**src/include/usb_irq_cfg_defs.svh**
```systemverilog
// Offsets, field positions, reset values and timing counts of the interrupt configuration block
`ifndef USB_IRQ_CFG_DEFS_SVH
`define USB_IRQ_CFG_DEFS_SVH

// Register byte offsets
`define IRQ_CFG_OFS         12'h210
`define TEST_CTRL_OFS       12'h212
`define IRQ_EN_OFS          12'h214

// Reset values and bus reset masks
`define IRQ_CFG_RESET       8'hFC
`define IRQ_CFG_BUSRST_ONES 8'hFC
`define TEST_CTRL_RESET     16'h0008
`define IRQ_EN_RESET        32'h00000000
`define IRQ_EN_BUSRST_KEEP  32'h00000001

// Configuration fields
`define CFG_POL_BIT         3'h0
`define CFG_PULSE_BIT       3'h1
`define CFG_OUT_HI          3'h3
`define CFG_OUT_LO          3'h2
`define CFG_IN_HI           3'h5
`define CFG_IN_LO           3'h4
`define CFG_CTRL_HI         3'h7
`define CFG_CTRL_LO         3'h6

// Handshake mode codes
`define MODE_ALL            2'h0
`define MODE_ACK_ONLY       2'h1

// Enable and status bit positions
`define EN_BUS_RESET        5'h00
`define EN_SOF              5'h01
`define EN_SUSPEND          5'h02
`define EN_RESUME           5'h03
`define EN_HS_STATUS        5'h04
`define EN_SETUP            5'h08
`define EN_EP_BASE          5'h0A

// Pulse timing
`define CLK_PERIOD_NS       4
`define IRQ_PULSE_NS        60
`define IRQ_PULSE_CYCLES    ((`IRQ_PULSE_NS + `CLK_PERIOD_NS - 1) / `CLK_PERIOD_NS)

`endif

```
**src/include/usb_irq_cfg_pkg.sv**
```systemverilog
// Types shared by the interrupt configuration block
package usb_irq_cfg_pkg;

	typedef enum logic [2:0] {
		HS_ACK  = 3'h1,
		HS_NAK  = 3'h2,
		HS_NYET = 3'h4
	} hs_kind_e;

	// One handshake seen or sent by the serial engine
	typedef struct packed {
		logic       valid;
		logic [2:0] ep;
		logic       dir_in;
		logic       setup;
		hs_kind_e   kind;
	} hs_event_s;

	// One-cycle bus event strobes
	typedef struct packed {
		logic bus_reset;
		logic sof;
		logic suspend;
		logic resume;
		logic hs_status;
	} bus_event_s;

	typedef enum logic [1:0] {
		PULSE_IDLE   = 2'h1,
		PULSE_ACTIVE = 2'h2
	} pulse_state_e;

endpackage

```
**src/rtl/irq_pulse_timer.sv**
```systemverilog
// Fixed-length pulse generator for the edge-signalled interrupt mode
`timescale 1ns/100ps
`default_nettype none
`include "usb_irq_cfg_defs.svh"

module irq_pulse_timer (
	input  wire logic CLK,
	input  wire logic RESET,
	input  wire logic start,
	output var  logic active
);

	localparam logic [3:0] pulse_last = 4'(`IRQ_PULSE_CYCLES - 1);

	usb_irq_cfg_pkg::pulse_state_e state;
	logic [3:0]                    count;

	// Starts while a pulse runs are merged into it, so pulses never stretch
	always_ff @(posedge CLK or posedge RESET) begin
		if (RESET) begin
			state  <= usb_irq_cfg_pkg::PULSE_IDLE;
			count  <= 4'h0;
			active <= 1'b0;
		end else begin
			unique case (state)
				usb_irq_cfg_pkg::PULSE_IDLE: begin
					if (start) begin
						state  <= usb_irq_cfg_pkg::PULSE_ACTIVE;
						count  <= 4'h0;
						active <= 1'b1;
					end
				end
				usb_irq_cfg_pkg::PULSE_ACTIVE: begin
					if (count == pulse_last) begin
						state  <= usb_irq_cfg_pkg::PULSE_IDLE;
						active <= 1'b0;
					end else begin
						count <= count + 4'h1;
					end
				end
				default: begin
					state  <= usb_irq_cfg_pkg::PULSE_IDLE;
					active <= 1'b0;
				end
			endcase
		end
	end
endmodule
`default_nettype wire

```
**src/rtl/usb_irq_config.sv**
```systemverilog
// Interrupt configuration, handshake filtering and interrupt pin generation
`timescale 1ns/100ps
`default_nettype none
`include "usb_irq_cfg_defs.svh"

// Contract
// - Eight-bit configuration register holds mode fields, polarity and signalling bits.
// - Received or sent ACK, NAK, NYET raise interrupts filtered by mode field.
// - Control field: 00 ACK and NAK, 01 ACK only, 1X ACK plus first NAK.
// - IN field: 00 ACK and NAK, 01 ACK only, 1X ACK plus first NAK.
// - OUT field: 00 ACK, NYET, NAK; 01 ACK, NYET; 1X adds first NAK.
// - First NAK follows an earlier ACK on that endpoint; repeated NAKs suppressed.
// - Endpoint 0 uses control field, data IN uses IN field, data OUT uses OUT.
// - Polarity bit clear gives active-low pin, set gives active-high pin.
// - Signalling bit clear holds a level, set gives one 60 ns pulse per interrupt.
// - Hardware reset clears pin controls; both resets set the mode fields to ones.
// - Test register sits at its own offset, or upper half of the wide word.
// - Each endpoint interrupt is gated by its own receive or transmit enable.
// - Global enable cleared suppresses the interrupt pin completely.
// - Frame, suspend, resume, bus reset, setup and speed status have own enables.
// - Bus reset clears every enable except the bus reset enable.
// - Setting global enable with an unmasked pending interrupt asserts the pin immediately.
module usb_irq_config (
	input  wire logic                          CLK,
	input  wire logic                          RESET,
	input  wire logic                          GLOBAL_IRQ_EN,
	input  wire usb_irq_cfg_pkg::hs_event_s    HS_EVENT,
	input  wire usb_irq_cfg_pkg::bus_event_s   BUS_EVENT,
	input  wire logic [11:0]                   REG_ADDR,
	input  wire logic                          REG_WR,
	input  wire logic                          REG_RD,
	input  wire logic                          REG_WIDE,
	input  wire logic [3:0]                    REG_BE,
	input  wire logic [31:0]                   REG_WDATA,
	output var  logic [31:0]                   REG_RDATA,
	input  wire logic [31:0]                   IRQ_STATUS_CLEAR,
	output var  logic [31:0]                   IRQ_STATUS,
	output var  logic                          IRQ
);

	localparam logic [11:0] cfg_ofs = `IRQ_CFG_OFS;
	localparam logic [11:0] en_ofs  = `IRQ_EN_OFS;

	logic [7:0]  irq_output_config;
	logic [15:0] test_control;
	logic [31:0] irq_source_enable;
	logic [15:0] acked;
	logic [31:0] set_vec;
	logic [31:0] wdata;
	logic [3:0]  wbe;
	logic        cfg_sel;
	logic        en_sel;
	logic [31:0] rd_word;
	logic [4:0]  ep_bit;
	logic [3:0]  trk_idx;
	logic [1:0]  hs_mode;
	logic        first_nak;
	logic        hs_qual;
	logic        unmasked;
	logic        global_q;
	logic        pulse_start;
	logic        pulse_active;
	logic        irq_assert;

	wire logic       irq_polarity       = irq_output_config[`CFG_POL_BIT];
	wire logic       irq_pulse_select   = irq_output_config[`CFG_PULSE_BIT];
	wire logic [1:0] ctrl_ep_handshake_mode = irq_output_config[`CFG_CTRL_HI:`CFG_CTRL_LO];
	wire logic [1:0] in_ep_handshake_mode   = irq_output_config[`CFG_IN_HI:`CFG_IN_LO];
	wire logic [1:0] out_ep_handshake_mode  = irq_output_config[`CFG_OUT_HI:`CFG_OUT_LO];

	// Mode filter shared by all three fields
	function automatic logic qualifies(
		input logic [1:0]                mode,
		input usb_irq_cfg_pkg::hs_kind_e kind,
		input logic                      first,
		input logic                      nyet_ok
	);
		logic q;
		q = 1'b0;
		unique case (kind)
			usb_irq_cfg_pkg::HS_ACK:  q = 1'b1;
			usb_irq_cfg_pkg::HS_NYET: q = nyet_ok;
			usb_irq_cfg_pkg::HS_NAK:  q = (mode == `MODE_ALL) || (mode[1] && first);
			default:                  q = 1'b0;
		endcase
		return q;
	endfunction

	// Narrow accesses are steered onto the half of the word they address
	always_comb begin
		if (REG_WIDE) begin
			wdata = REG_WDATA;
			wbe   = REG_BE;
		end else if (REG_ADDR[1]) begin
			wdata = {REG_WDATA[15:0], 16'h0000};
			wbe   = {REG_BE[1:0], 2'h0};
		end else begin
			wdata = {16'h0000, REG_WDATA[15:0]};
			wbe   = {2'h0, REG_BE[1:0]};
		end
		cfg_sel = REG_ADDR[11:2] == cfg_ofs[11:2];
		en_sel  = REG_ADDR[11:2] == en_ofs[11:2];
	end

	// Configuration byte; bus reset keeps only the pin controls
	always_ff @(posedge CLK or posedge RESET) begin
		if (RESET) begin
			irq_output_config <= `IRQ_CFG_RESET;
		end else if (BUS_EVENT.bus_reset) begin
			irq_output_config <= irq_output_config | `IRQ_CFG_BUSRST_ONES;
		end else if (REG_WR && cfg_sel && wbe[0]) begin
			irq_output_config <= wdata[7:0];
		end
	end

	// Test register shares the upper half of the configuration word
	always_ff @(posedge CLK or posedge RESET) begin
		if (RESET) begin
			test_control <= `TEST_CTRL_RESET;
		end else if (BUS_EVENT.bus_reset) begin
			test_control <= `TEST_CTRL_RESET;
		end else if (REG_WR && cfg_sel) begin
			if (wbe[2]) begin
				test_control[7:0] <= wdata[23:16];
			end
			if (wbe[3]) begin
				test_control[15:8] <= wdata[31:24];
			end
		end
	end

	// Enable register, one byte lane per generate step
	genvar lane;
	generate
		for (lane = 0; lane < 4; lane++) begin : g_en_lane
			always_ff @(posedge CLK or posedge RESET) begin
				if (RESET) begin
					irq_source_enable[lane*8 +: 8] <= 8'(`IRQ_EN_RESET >> (lane*8));
				end else if (BUS_EVENT.bus_reset) begin
					irq_source_enable[lane*8 +: 8] <= irq_source_enable[lane*8 +: 8] &
						8'(`IRQ_EN_BUSRST_KEEP >> (lane*8));
				end else if (REG_WR && en_sel && wbe[lane]) begin
					irq_source_enable[lane*8 +: 8] <= wdata[lane*8 +: 8];
				end
			end
		end
	endgenerate

	// Read path; a narrow read returns the addressed half in the low bits
	always_comb begin
		if (cfg_sel) begin
			rd_word = {test_control, 8'h00, irq_output_config};
		end else if (en_sel) begin
			rd_word = irq_source_enable;
		end else begin
			rd_word = 32'h00000000;
		end
	end

	always_ff @(posedge CLK or posedge RESET) begin
		if (RESET) begin
			REG_RDATA <= 32'h00000000;
		end else if (REG_RD) begin
			if (REG_WIDE) begin
				REG_RDATA <= rd_word;
			end else begin
				REG_RDATA <= {16'h0000, REG_ADDR[1] ? rd_word[31:16] : rd_word[15:0]};
			end
		end
	end

	// Handshake routing to a mode field and to a status bit
	always_comb begin
		trk_idx   = {HS_EVENT.dir_in, HS_EVENT.ep};
		first_nak = acked[trk_idx];
		if (HS_EVENT.ep == 3'h0) begin
			hs_mode = ctrl_ep_handshake_mode;
		end else if (HS_EVENT.dir_in) begin
			hs_mode = in_ep_handshake_mode;
		end else begin
			hs_mode = out_ep_handshake_mode;
		end
		hs_qual = HS_EVENT.valid && qualifies(hs_mode, HS_EVENT.kind, first_nak,
			(HS_EVENT.ep != 3'h0) && !HS_EVENT.dir_in);
		if (HS_EVENT.setup) begin
			ep_bit = `EN_SETUP;
		end else begin
			ep_bit = 5'(`EN_EP_BASE + {HS_EVENT.ep, 1'b0} + {4'h0, HS_EVENT.dir_in});
		end
		set_vec = 32'h00000000;
		set_vec[ep_bit]        = hs_qual;
		set_vec[`EN_BUS_RESET] = BUS_EVENT.bus_reset;
		set_vec[`EN_SOF]       = BUS_EVENT.sof;
		set_vec[`EN_SUSPEND]   = BUS_EVENT.suspend;
		set_vec[`EN_RESUME]    = BUS_EVENT.resume;
		set_vec[`EN_HS_STATUS] = BUS_EVENT.hs_status;
	end

	// ACK arms the first-NAK flag, any NAK disarms it so later NAKs stay quiet
	always_ff @(posedge CLK or posedge RESET) begin
		if (RESET) begin
			acked <= 16'h0000;
		end else if (BUS_EVENT.bus_reset) begin
			acked <= 16'h0000;
		end else if (HS_EVENT.valid) begin
			if (HS_EVENT.kind == usb_irq_cfg_pkg::HS_ACK) begin
				acked[trk_idx] <= 1'b1;
			end else if (HS_EVENT.kind == usb_irq_cfg_pkg::HS_NAK) begin
				acked[trk_idx] <= 1'b0;
			end
		end
	end

	// Sticky status; a new event outranks a clear in the same cycle
	always_ff @(posedge CLK or posedge RESET) begin
		if (RESET) begin
			IRQ_STATUS <= 32'h00000000;
		end else begin
			IRQ_STATUS <= (IRQ_STATUS & ~IRQ_STATUS_CLEAR) | set_vec;
		end
	end

	// Pulse starts on each new unmasked event, or when global enable rises over a pending one
	always_comb begin
		unmasked    = |(IRQ_STATUS & irq_source_enable);
		pulse_start = GLOBAL_IRQ_EN && irq_pulse_select &&
			((|(set_vec & irq_source_enable)) || (unmasked && !global_q));
		if (!GLOBAL_IRQ_EN) begin
			irq_assert = 1'b0;
		end else if (irq_pulse_select) begin
			irq_assert = pulse_active;
		end else begin
			irq_assert = unmasked;
		end
	end

	irq_pulse_timer u_pulse (
		.CLK    (CLK),
		.RESET  (RESET),
		.start  (pulse_start),
		.active (pulse_active)
	);

	// Pin register; idles high because the reset polarity is active low
	always_ff @(posedge CLK or posedge RESET) begin
		if (RESET) begin
			IRQ      <= 1'b1;
			global_q <= 1'b0;
		end else begin
			IRQ      <= irq_polarity ? irq_assert : !irq_assert;
			global_q <= GLOBAL_IRQ_EN;
		end
	end
endmodule
`default_nettype wire

```
**config.mk**
```make
export PLATFORM = sky130hd
export DESIGN_NAME = usb_irq_config
export DESIGN_NICKNAME = d
export VERILOG_FILES = /design/src/include/usb_irq_cfg_pkg.sv /design/src/rtl/irq_pulse_timer.sv /design/src/rtl/usb_irq_config.sv
export VERILOG_INCLUDE_DIRS = /design/src /design/src/include
export SDC_FILE = /design/constraint.sdc
export NUM_CORES = 1
export LEC_CHECK = 0
export ABC_AREA = 1
export ABC_CLOCK_PERIOD_IN_PS = 6400
export BUFFER_PORTS_ARGS = -buffer_cell sky130_fd_sc_hd__buf_4
export CORE_MARGIN = 10
export CORE_UTILIZATION = 57
export CTS_BUF_LIST = sky130_fd_sc_hd__clkbuf_4
export CTS_CLUSTER_DIAMETER = 30
export CTS_CLUSTER_SIZE = 10
export DETAILED_ROUTE_END_ITERATION = 10
export GPL_TIMING_DRIVEN = 1
export HOLD_SLACK_MARGIN = 0.03
export PLACE_DENSITY = 0.85
export SYNTH_ARGS = -nofsm -noshare
export SYNTH_HDL_FRONTEND = slang
export SYNTH_HIERARCHICAL = 1
export SYNTH_SLANG_ARGS = --single-unit
export TNS_END_PERCENT = 100
```
**constraint.sdc**
```tcl
create_clock -name CLK -period 6.4 [get_ports CLK]
set_clock_uncertainty 0.1 [all_clocks]
set_input_delay 0.96 -clock CLK [delete_from_list [all_inputs] [get_ports CLK]]
set_output_delay 0.96 -clock CLK [all_outputs]
set_load 0.05 [all_outputs]
```
==> results_dict.tcl, run 1 <==
set metrics [dict create \
    status "complete, no violations" \
    seqPwrFrac 0.518 \
    crit_fanout 28 \
    reg2reg_slack_ps 3750 \
    worstPathCellList "buf_4 > inv_2 > ha_1 > nand2_2 > o211ai_1 > o21ai_1 > nor2_1 > nor2_1 > nand2_2 > nand2_4 > nand4_1 > nand2_1 > nor2_1 > nand2_1 > nor2_1 > nand3_1 > nand2_1 > inv_1 > nand3_4 > nand2_4 > nand2_1 > nand2_1" \
    hold_violations 0 \
    cp_slowest_cell "ha_1" \
    drt_pass1_iterations 6 \
    synthFlopType "dfrtp_1" \
    ir_worst_vdd_uv 120 \
    die_h_um 135 \
    syn_area_per_cell_sq_um 7.82 \
    antenna_found_initial 1 \
    clkTransAtPathRegs_ps 110 \
    layout.nets 1221 \
    drt-initial-drc-count 946 \
    critical_path.most_common_cell "nand2_1" \
    fin_util 0.696 \
    worstMarginPinSlew_ps 1170 \
    ys_warn_count 6 \
    cp.required_ps 6780 \
    fin_crit_ps 3130 \
    pin_count 165 \
    drc 0 \
    cts_tree "built" \
    area_delta_synth_final_pct 20.7 \
    power.switching_w 0.000549 \
    yosys-top-cells-area "dfrtp_1, nand2_1, o21ai_0" \
    grt_pass1_vias 7417 \
    cp.depth 22 \
    cp_data_arrival_time_ps 3510 \
    tns_ps 0 \
    path_buf_inv 3 \
    ant_nets 0 \
    crit_family "simple AND/OR/NAND/NOR gates" \
    synth-edff-count 0 \
    synth_fp_nets 1076 \
    h-tree-depth 4 \
    ys_types 45 \
    via_per_inst 5.81 \
    gp_congestion 0.936 \
    final-max-slew-violation-count 0 \
    async_reset_ff_frac 1.00 \
    hpwl_um 17400 \
    drv_cap 0 \
    leakagePower_nw 4.56 \
    ys_seq_elements 144 \
    dieArea_sq_mm 0.0183 \
    ff2ff_path_depth 19 \
    fin_crit_sh 0.489 \
    dp.cells 1272 \
    seq_area_frac_synth 0.477 \
    hp-class "in2async" \
    rsz0062_at_grt "no" \
    drt_wl_total_um 23400 \
    synth_area_sq_mm 0.00758 \
    final_layout_size_suffix_gt1_frac 0.201 \
    p_comb_frac 0.156 \
    cp-end-kind "register" \
    coreArea_sq_mm 0.0131 \
    grt-ovfl-total 0 \
    initial_utilization 0.577 \
    final_cells 1305 \
    wl_per_cell_um 18.0 \
    fmax_mhz 320 \
    worstSetupStartpointType "primary input" \
    synth_common_cells "nand2_1, inv_1, dfrtp_1, o21ai_0, nor2_1" \
    maxSlewHeadroom 0.220 \
    cts_resized 0 \
    grt_pass1_wl_um 37300 \
    timing_worst_setup_path_type "in2reg" \
    root_buffer "clkbuf_4" \
    cts_buffer_depth 2 \
    grtUsageTotal 0.254 \
    cts_made_buffers 17 \
    grt_max_degree 76 \
    cpPeakStageDelay_ps 270 \
    clock_sinks 144 \
    synth.most_common_cell "nand2_1" \
    io_buffers 163 \
    ctsHoldBuffers 0 \
    clkPwrFrac 0.326 \
    swShare 0.295 \
    syn_inst 970 \
    final-setup-viol-count 0 \
    power_density_mw_per_mm2 203 \
    dr_total_vias 7584 \
    clk_latency_ps 590 \
    synth_top_area_frac 0.446 \
    yosysTopAreaCell "dfrtp_1" \
    p_int_w 0.00131 \
    crit_path_start "HS_EVENT[5]" \
    r2r_start "irq_output_config[3]$_DFFE_PP1P_" \
    rows 42 \
    die_w_um 135 \
    cts_setup_buffers 0 \
]
## final timing paths
check                                                to
setup / recovery           u_pulse/count[2]$_DFFE_PP0P_
hold / removal             u_pulse/count[1]$_DFFE_PP0P_
setup reg to reg           u_pulse/count[2]$_DFFE_PP0P_
hold reg to reg               REG_RDATA[14]$_DFFE_PP0P_
max in group asynchronous   test_control[1]$_DFFE_PP0P_
min in group CLK                     global_q$_DFF_PP0_
## metrics by stage
step | instance area (sq um) | total power, W | setup WS (ps) | hold WS [ps]
global placement | 8860 | 0.00126 | 2810 | 365
detailed placement | 8860 | 0.00127 | 2780 | 367
finish | 9150 | 0.00186 | 3270 | 212
global route | 9150 | 0.00193 | 3000 | 215
CTS | 9150 | 0.00186 | 3360 | 204
floorplan | 7580 | 0.00115 | 1660 | 353
## cells in the final DEF, fill, tap and decap left out, drive strengths merged, types with 25 or more instances in the layout
cell type	Yosys	final
nand2	231	231
buf	17	166
inv	139	139
dfrtp	135	135
o21ai	118	118
nor2	71	71
nand3	56	56
o22ai	48	48
nand4	31	31
a21oi	25	25
## final cells by class
cell class                 count  area [sq um]
fill                        1120          3990
sequential                   144          3610
multi-input combinational    646          3250
clock inverter                13           146
timing repair buffer         166          1250
inverter                     140           529
tap                          176           220
clock buffer                  19           143
antenna                        1          2.50
## power groups by stage
stage / clock network [W] / logic [W] / registers (W)
global route: 0.000648 / 0.000316 / 0.000968
global placement: 0 / 0.000281 / 0.000980
CTS: 0.000609 / 0.000287 / 0.000964
floorplan: 0 / 0.000137 / 0.00101
detailed placement: 0 / 0.000286 / 0.000981
finish: 0.000606 / 0.000290 / 0.000965
## flip-flops by register name, indices dropped and copies added, names as in the netlist
register	flops
u_pulse/count	4
irq_output_config	8
IRQ_STATUS	32
u_pulse/active	1
global_q	1
test_control	16
IRQ	1
irq_source_enable	32
u_pulse/state	1
REG_RDATA	32
acked	16
## logic make-up (layout without fill, tap and decap cells)
group / count (synthesis) / count (layout) / share of synthesized area
flops: 144 / 144 / 0.477
fa+ha+maj: 6 / 6 / 0.00990
compound gates: 236 / 236 / 0.184
buf+inv: 180 / 338 / 0.0950
other cells: 0 / 1 / 0
xor+xnor: 2 / 2 / 0.00231
simple gates: 402 / 402 / 0.232
## per-layer routing
layer  up-vias  GRT usage  share of wire
met2       440      0.414           0.48
met4         0      0.105          0.031
met5         -          0              0
met1      3532      0.313           0.39
met3        62     0.0671           0.10
li1       3550          -              -
Power figures use the tool's default switching activity.
==> run 2, diff against run 1 <==
ABC_CLOCK_PERIOD_IN_PS = 2660   (was 6400)
CORE_UTILIZATION = 51   (was 57)
PLACE_DENSITY = 0.81   (was 0.85)
clock period = 2.66 ns   (was 6.4 ns; I/O delays follow)
==> run 2 against run 1 <==
  * Cell area is 11% higher
  * Non-clock buffer count is 94 higher
  * Setup slack worse by 3200 ps
  * Register-to-register slack worse by 3700 ps
  * Core utilization is 0.13 points higher
  * Die area is 10% higher
  * Worst hold slack worse by 160 ps
  * Sequential power is 140% higher
  * Sequential cell count stayed put
  * Wire length is 8.5% higher
  * Clock-buffer cell count is 3 higher
  * Critical endpoint unchanged
  * Largest power group unchanged
==> results_dict.tcl, run 2 (synthesis results as in run 1) <==
set metrics [dict create \
    status "complete, no violations" \
    fmax_mhz 385 \
    io_buffers 163 \
    cp-end-kind "register" \
    cts_buffer_depth 2 \
    dieArea_sq_mm 0.0201 \
    drt_wl_total_um 25400 \
    final_cell_mix "nand2_1, buf_4, dfrtp_1" \
    wl_per_cell_um 18.0 \
    grt_pass1_vias 7773 \
    area_delta_synth_final_pct 33.7 \
    final_common_cell "nand2_1" \
    clkPwrFrac 0.320 \
    rsz0062_at_grt "yes" \
    grtUsageTotal 0.246 \
    hold_violations 0 \
    ir_worst_vdd_uv 290 \
    tns_ps 0 \
    final-setup-viol-count 0 \
    h-tree-depth 4 \
    drt-initial-drc-count 852 \
    drt_pass1_iterations 6 \
    grt_pass1_wl_um 39800 \
    hp-class "in2reg" \
    dr_total_vias 7967 \
    fin_crit_sh 0.976 \
    worstSetupStartpointType "register" \
    hold_ws_ps 54.4 \
    p_int_w 0.00328 \
    final_cells 1411 \
    final_layout_size_suffix_gt1_frac 0.231 \
    leakagePower_nw 5.04 \
    seqPwrFrac 0.501 \
    root_buffer "clkbuf_4" \
    timing_worst_setup_path_type "reg2reg" \
    clock_sinks 144 \
    final-max-slew-violation-count 0 \
    fin_crit_ps 2600 \
    largestRegisters "IRQ_STATUS x32, REG_RDATA x32, irq_source_enable x32" \
    cts_tree "built" \
    antenna_found_initial 2 \
    min_from "REG_WDATA[16]" \
    gp_congestion 0.945 \
    grt_max_degree 67 \
    worstMarginPinSlew_ps 845 \
    rows 44 \
    cp.required_ps 3090 \
    initial_utilization 0.522 \
    layout.nets 1318 \
    r2r_start "irq_output_config[3]$_DFFE_PP1P_" \
    grt-ovfl-total 0 \
    power_density_mw_per_mm2 457 \
    pin_count 165 \
    clkTransAtPathRegs_ps 120 \
    die_w_um 142 \
    coreArea_sq_mm 0.0145 \
    maxSlewHeadroom 0.437 \
    dp.cells 1318 \
    ant_nets 0 \
    p_comb_frac 0.180 \
    hpwl_um 18400 \
    swShare 0.292 \
    cts_made_buffers 17 \
    via_per_inst 5.65 \
    clk_latency_ps 600 \
    cp_data_arrival_time_ps 3030 \
    drc 0 \
    crit_fanout 7 \
    die_h_um 142 \
    crit_path_start "irq_output_config[3]$_DFFE_PP1P_" \
    power.total_w 0.00464 \
    drv_cap 0 \
    power.switching_w 0.00136 \
]
-- run 2: cell count changes in the layout (fill, tap and decap cells not counted), sizes merged, moves of 3 or more --
cell,previous run,this run
clkbuf,19,22
nand2,231,234
dlygate4sd3,0,54
buf,166,206
-- run 2: power by group through the flow --
| stage | combinational [W] | clock (W) | sequential [W] |
|---|---|---|---|
| 2_1_floorplan | 0.000329 | 0 | 0.00244 |
| 3_3_place_gp | 0.000720 | 0 | 0.00236 |
| 3_5_place_dp | 0.000734 | 0 | 0.00236 |
| 4_1_cts | 0.000802 | 0.00148 | 0.00232 |
| 5_1_grt | 0.000908 | 0.00159 | 0.00233 |
| 6_report | 0.000834 | 0.00148 | 0.00232 |
-- run 2: repair_timing --
action / CTS / global route
hold endpoints to repair: 82 / 1
resized for setup: 0 / 20
hold buffers: 53 / 1
setup endpoints to repair: 0 / 6
buffers inserted: 0 / 2
-- run 2: path summary, 6_finish.rpt --
check                                                   end  slack [ps]  cells past startpoint
max reg2reg                    u_pulse/count[2]$_DFFE_PP0P_          60                     20
min                             test_control[0]$_DFFE_PP0P_          50                      3
max in group asynchronous  irq_output_config[7]$_DFFE_PP1P_        1460                      4
max                            u_pulse/count[2]$_DFFE_PP0P_          60                     20
min in group asynchronous        u_pulse/active$_DFFE_PP0P_         180                      3
min reg2reg                       REG_RDATA[28]$_DFFE_PP0P_         400                      2
-- run 2: critical path, stage by stage (launching register included) --
cell and delay [ps]:
dfstp_2 550, inv_2 50, o21ai_2 150, nand2_1 70, o21ai_1 90, nor2_1 70
nor2_2 210, nand2_8 140, nand2_4 130, nand4_1 120, nand2_1 100, nor2_1 50
nand2_1 100, nor2_1 70, nand3_2 100, nand2_2 60, inv_2 60, nand3_4 120
nand2_4 100, nand2_1 50, nand2_1 60
-- run 2: through the flow --
stage | utilization | setup slack [ps] | cell area, sq um
final | 0.698 | 64.4 | 10100
after global routing | 0.698 | -105 | 10100
after detailed placement | 0.632 | -150 | 9180
after floorplan | - | 266 | 7590
after global placement | 0.632 | -83.4 | 9180
after CTS | 0.688 | 61.5 | 9990
-- run 2: per-layer routing --
metal / vias to the layer above / global-route usage / wire length, um
met3: 67 / 0.0701 / 2540
met2: 429 / 0.402 / 12300
met4: 0 / 0.109 / 792
met5: - / 0 / 0
li1: 3748 / - / -
met1: 3723 / 0.296 / 9820
-- run 2: area by class of cell --
cell class                 instances  area [sq um]
antenna                            2          5.00
clock buffer                      22           165
clock inverter                    10           120
fill                            1168          4390
inverter                         140           531
multi-input combinational        649          3360
sequential                       144          3610
tap                              184           230
timing repair buffer             260          2110
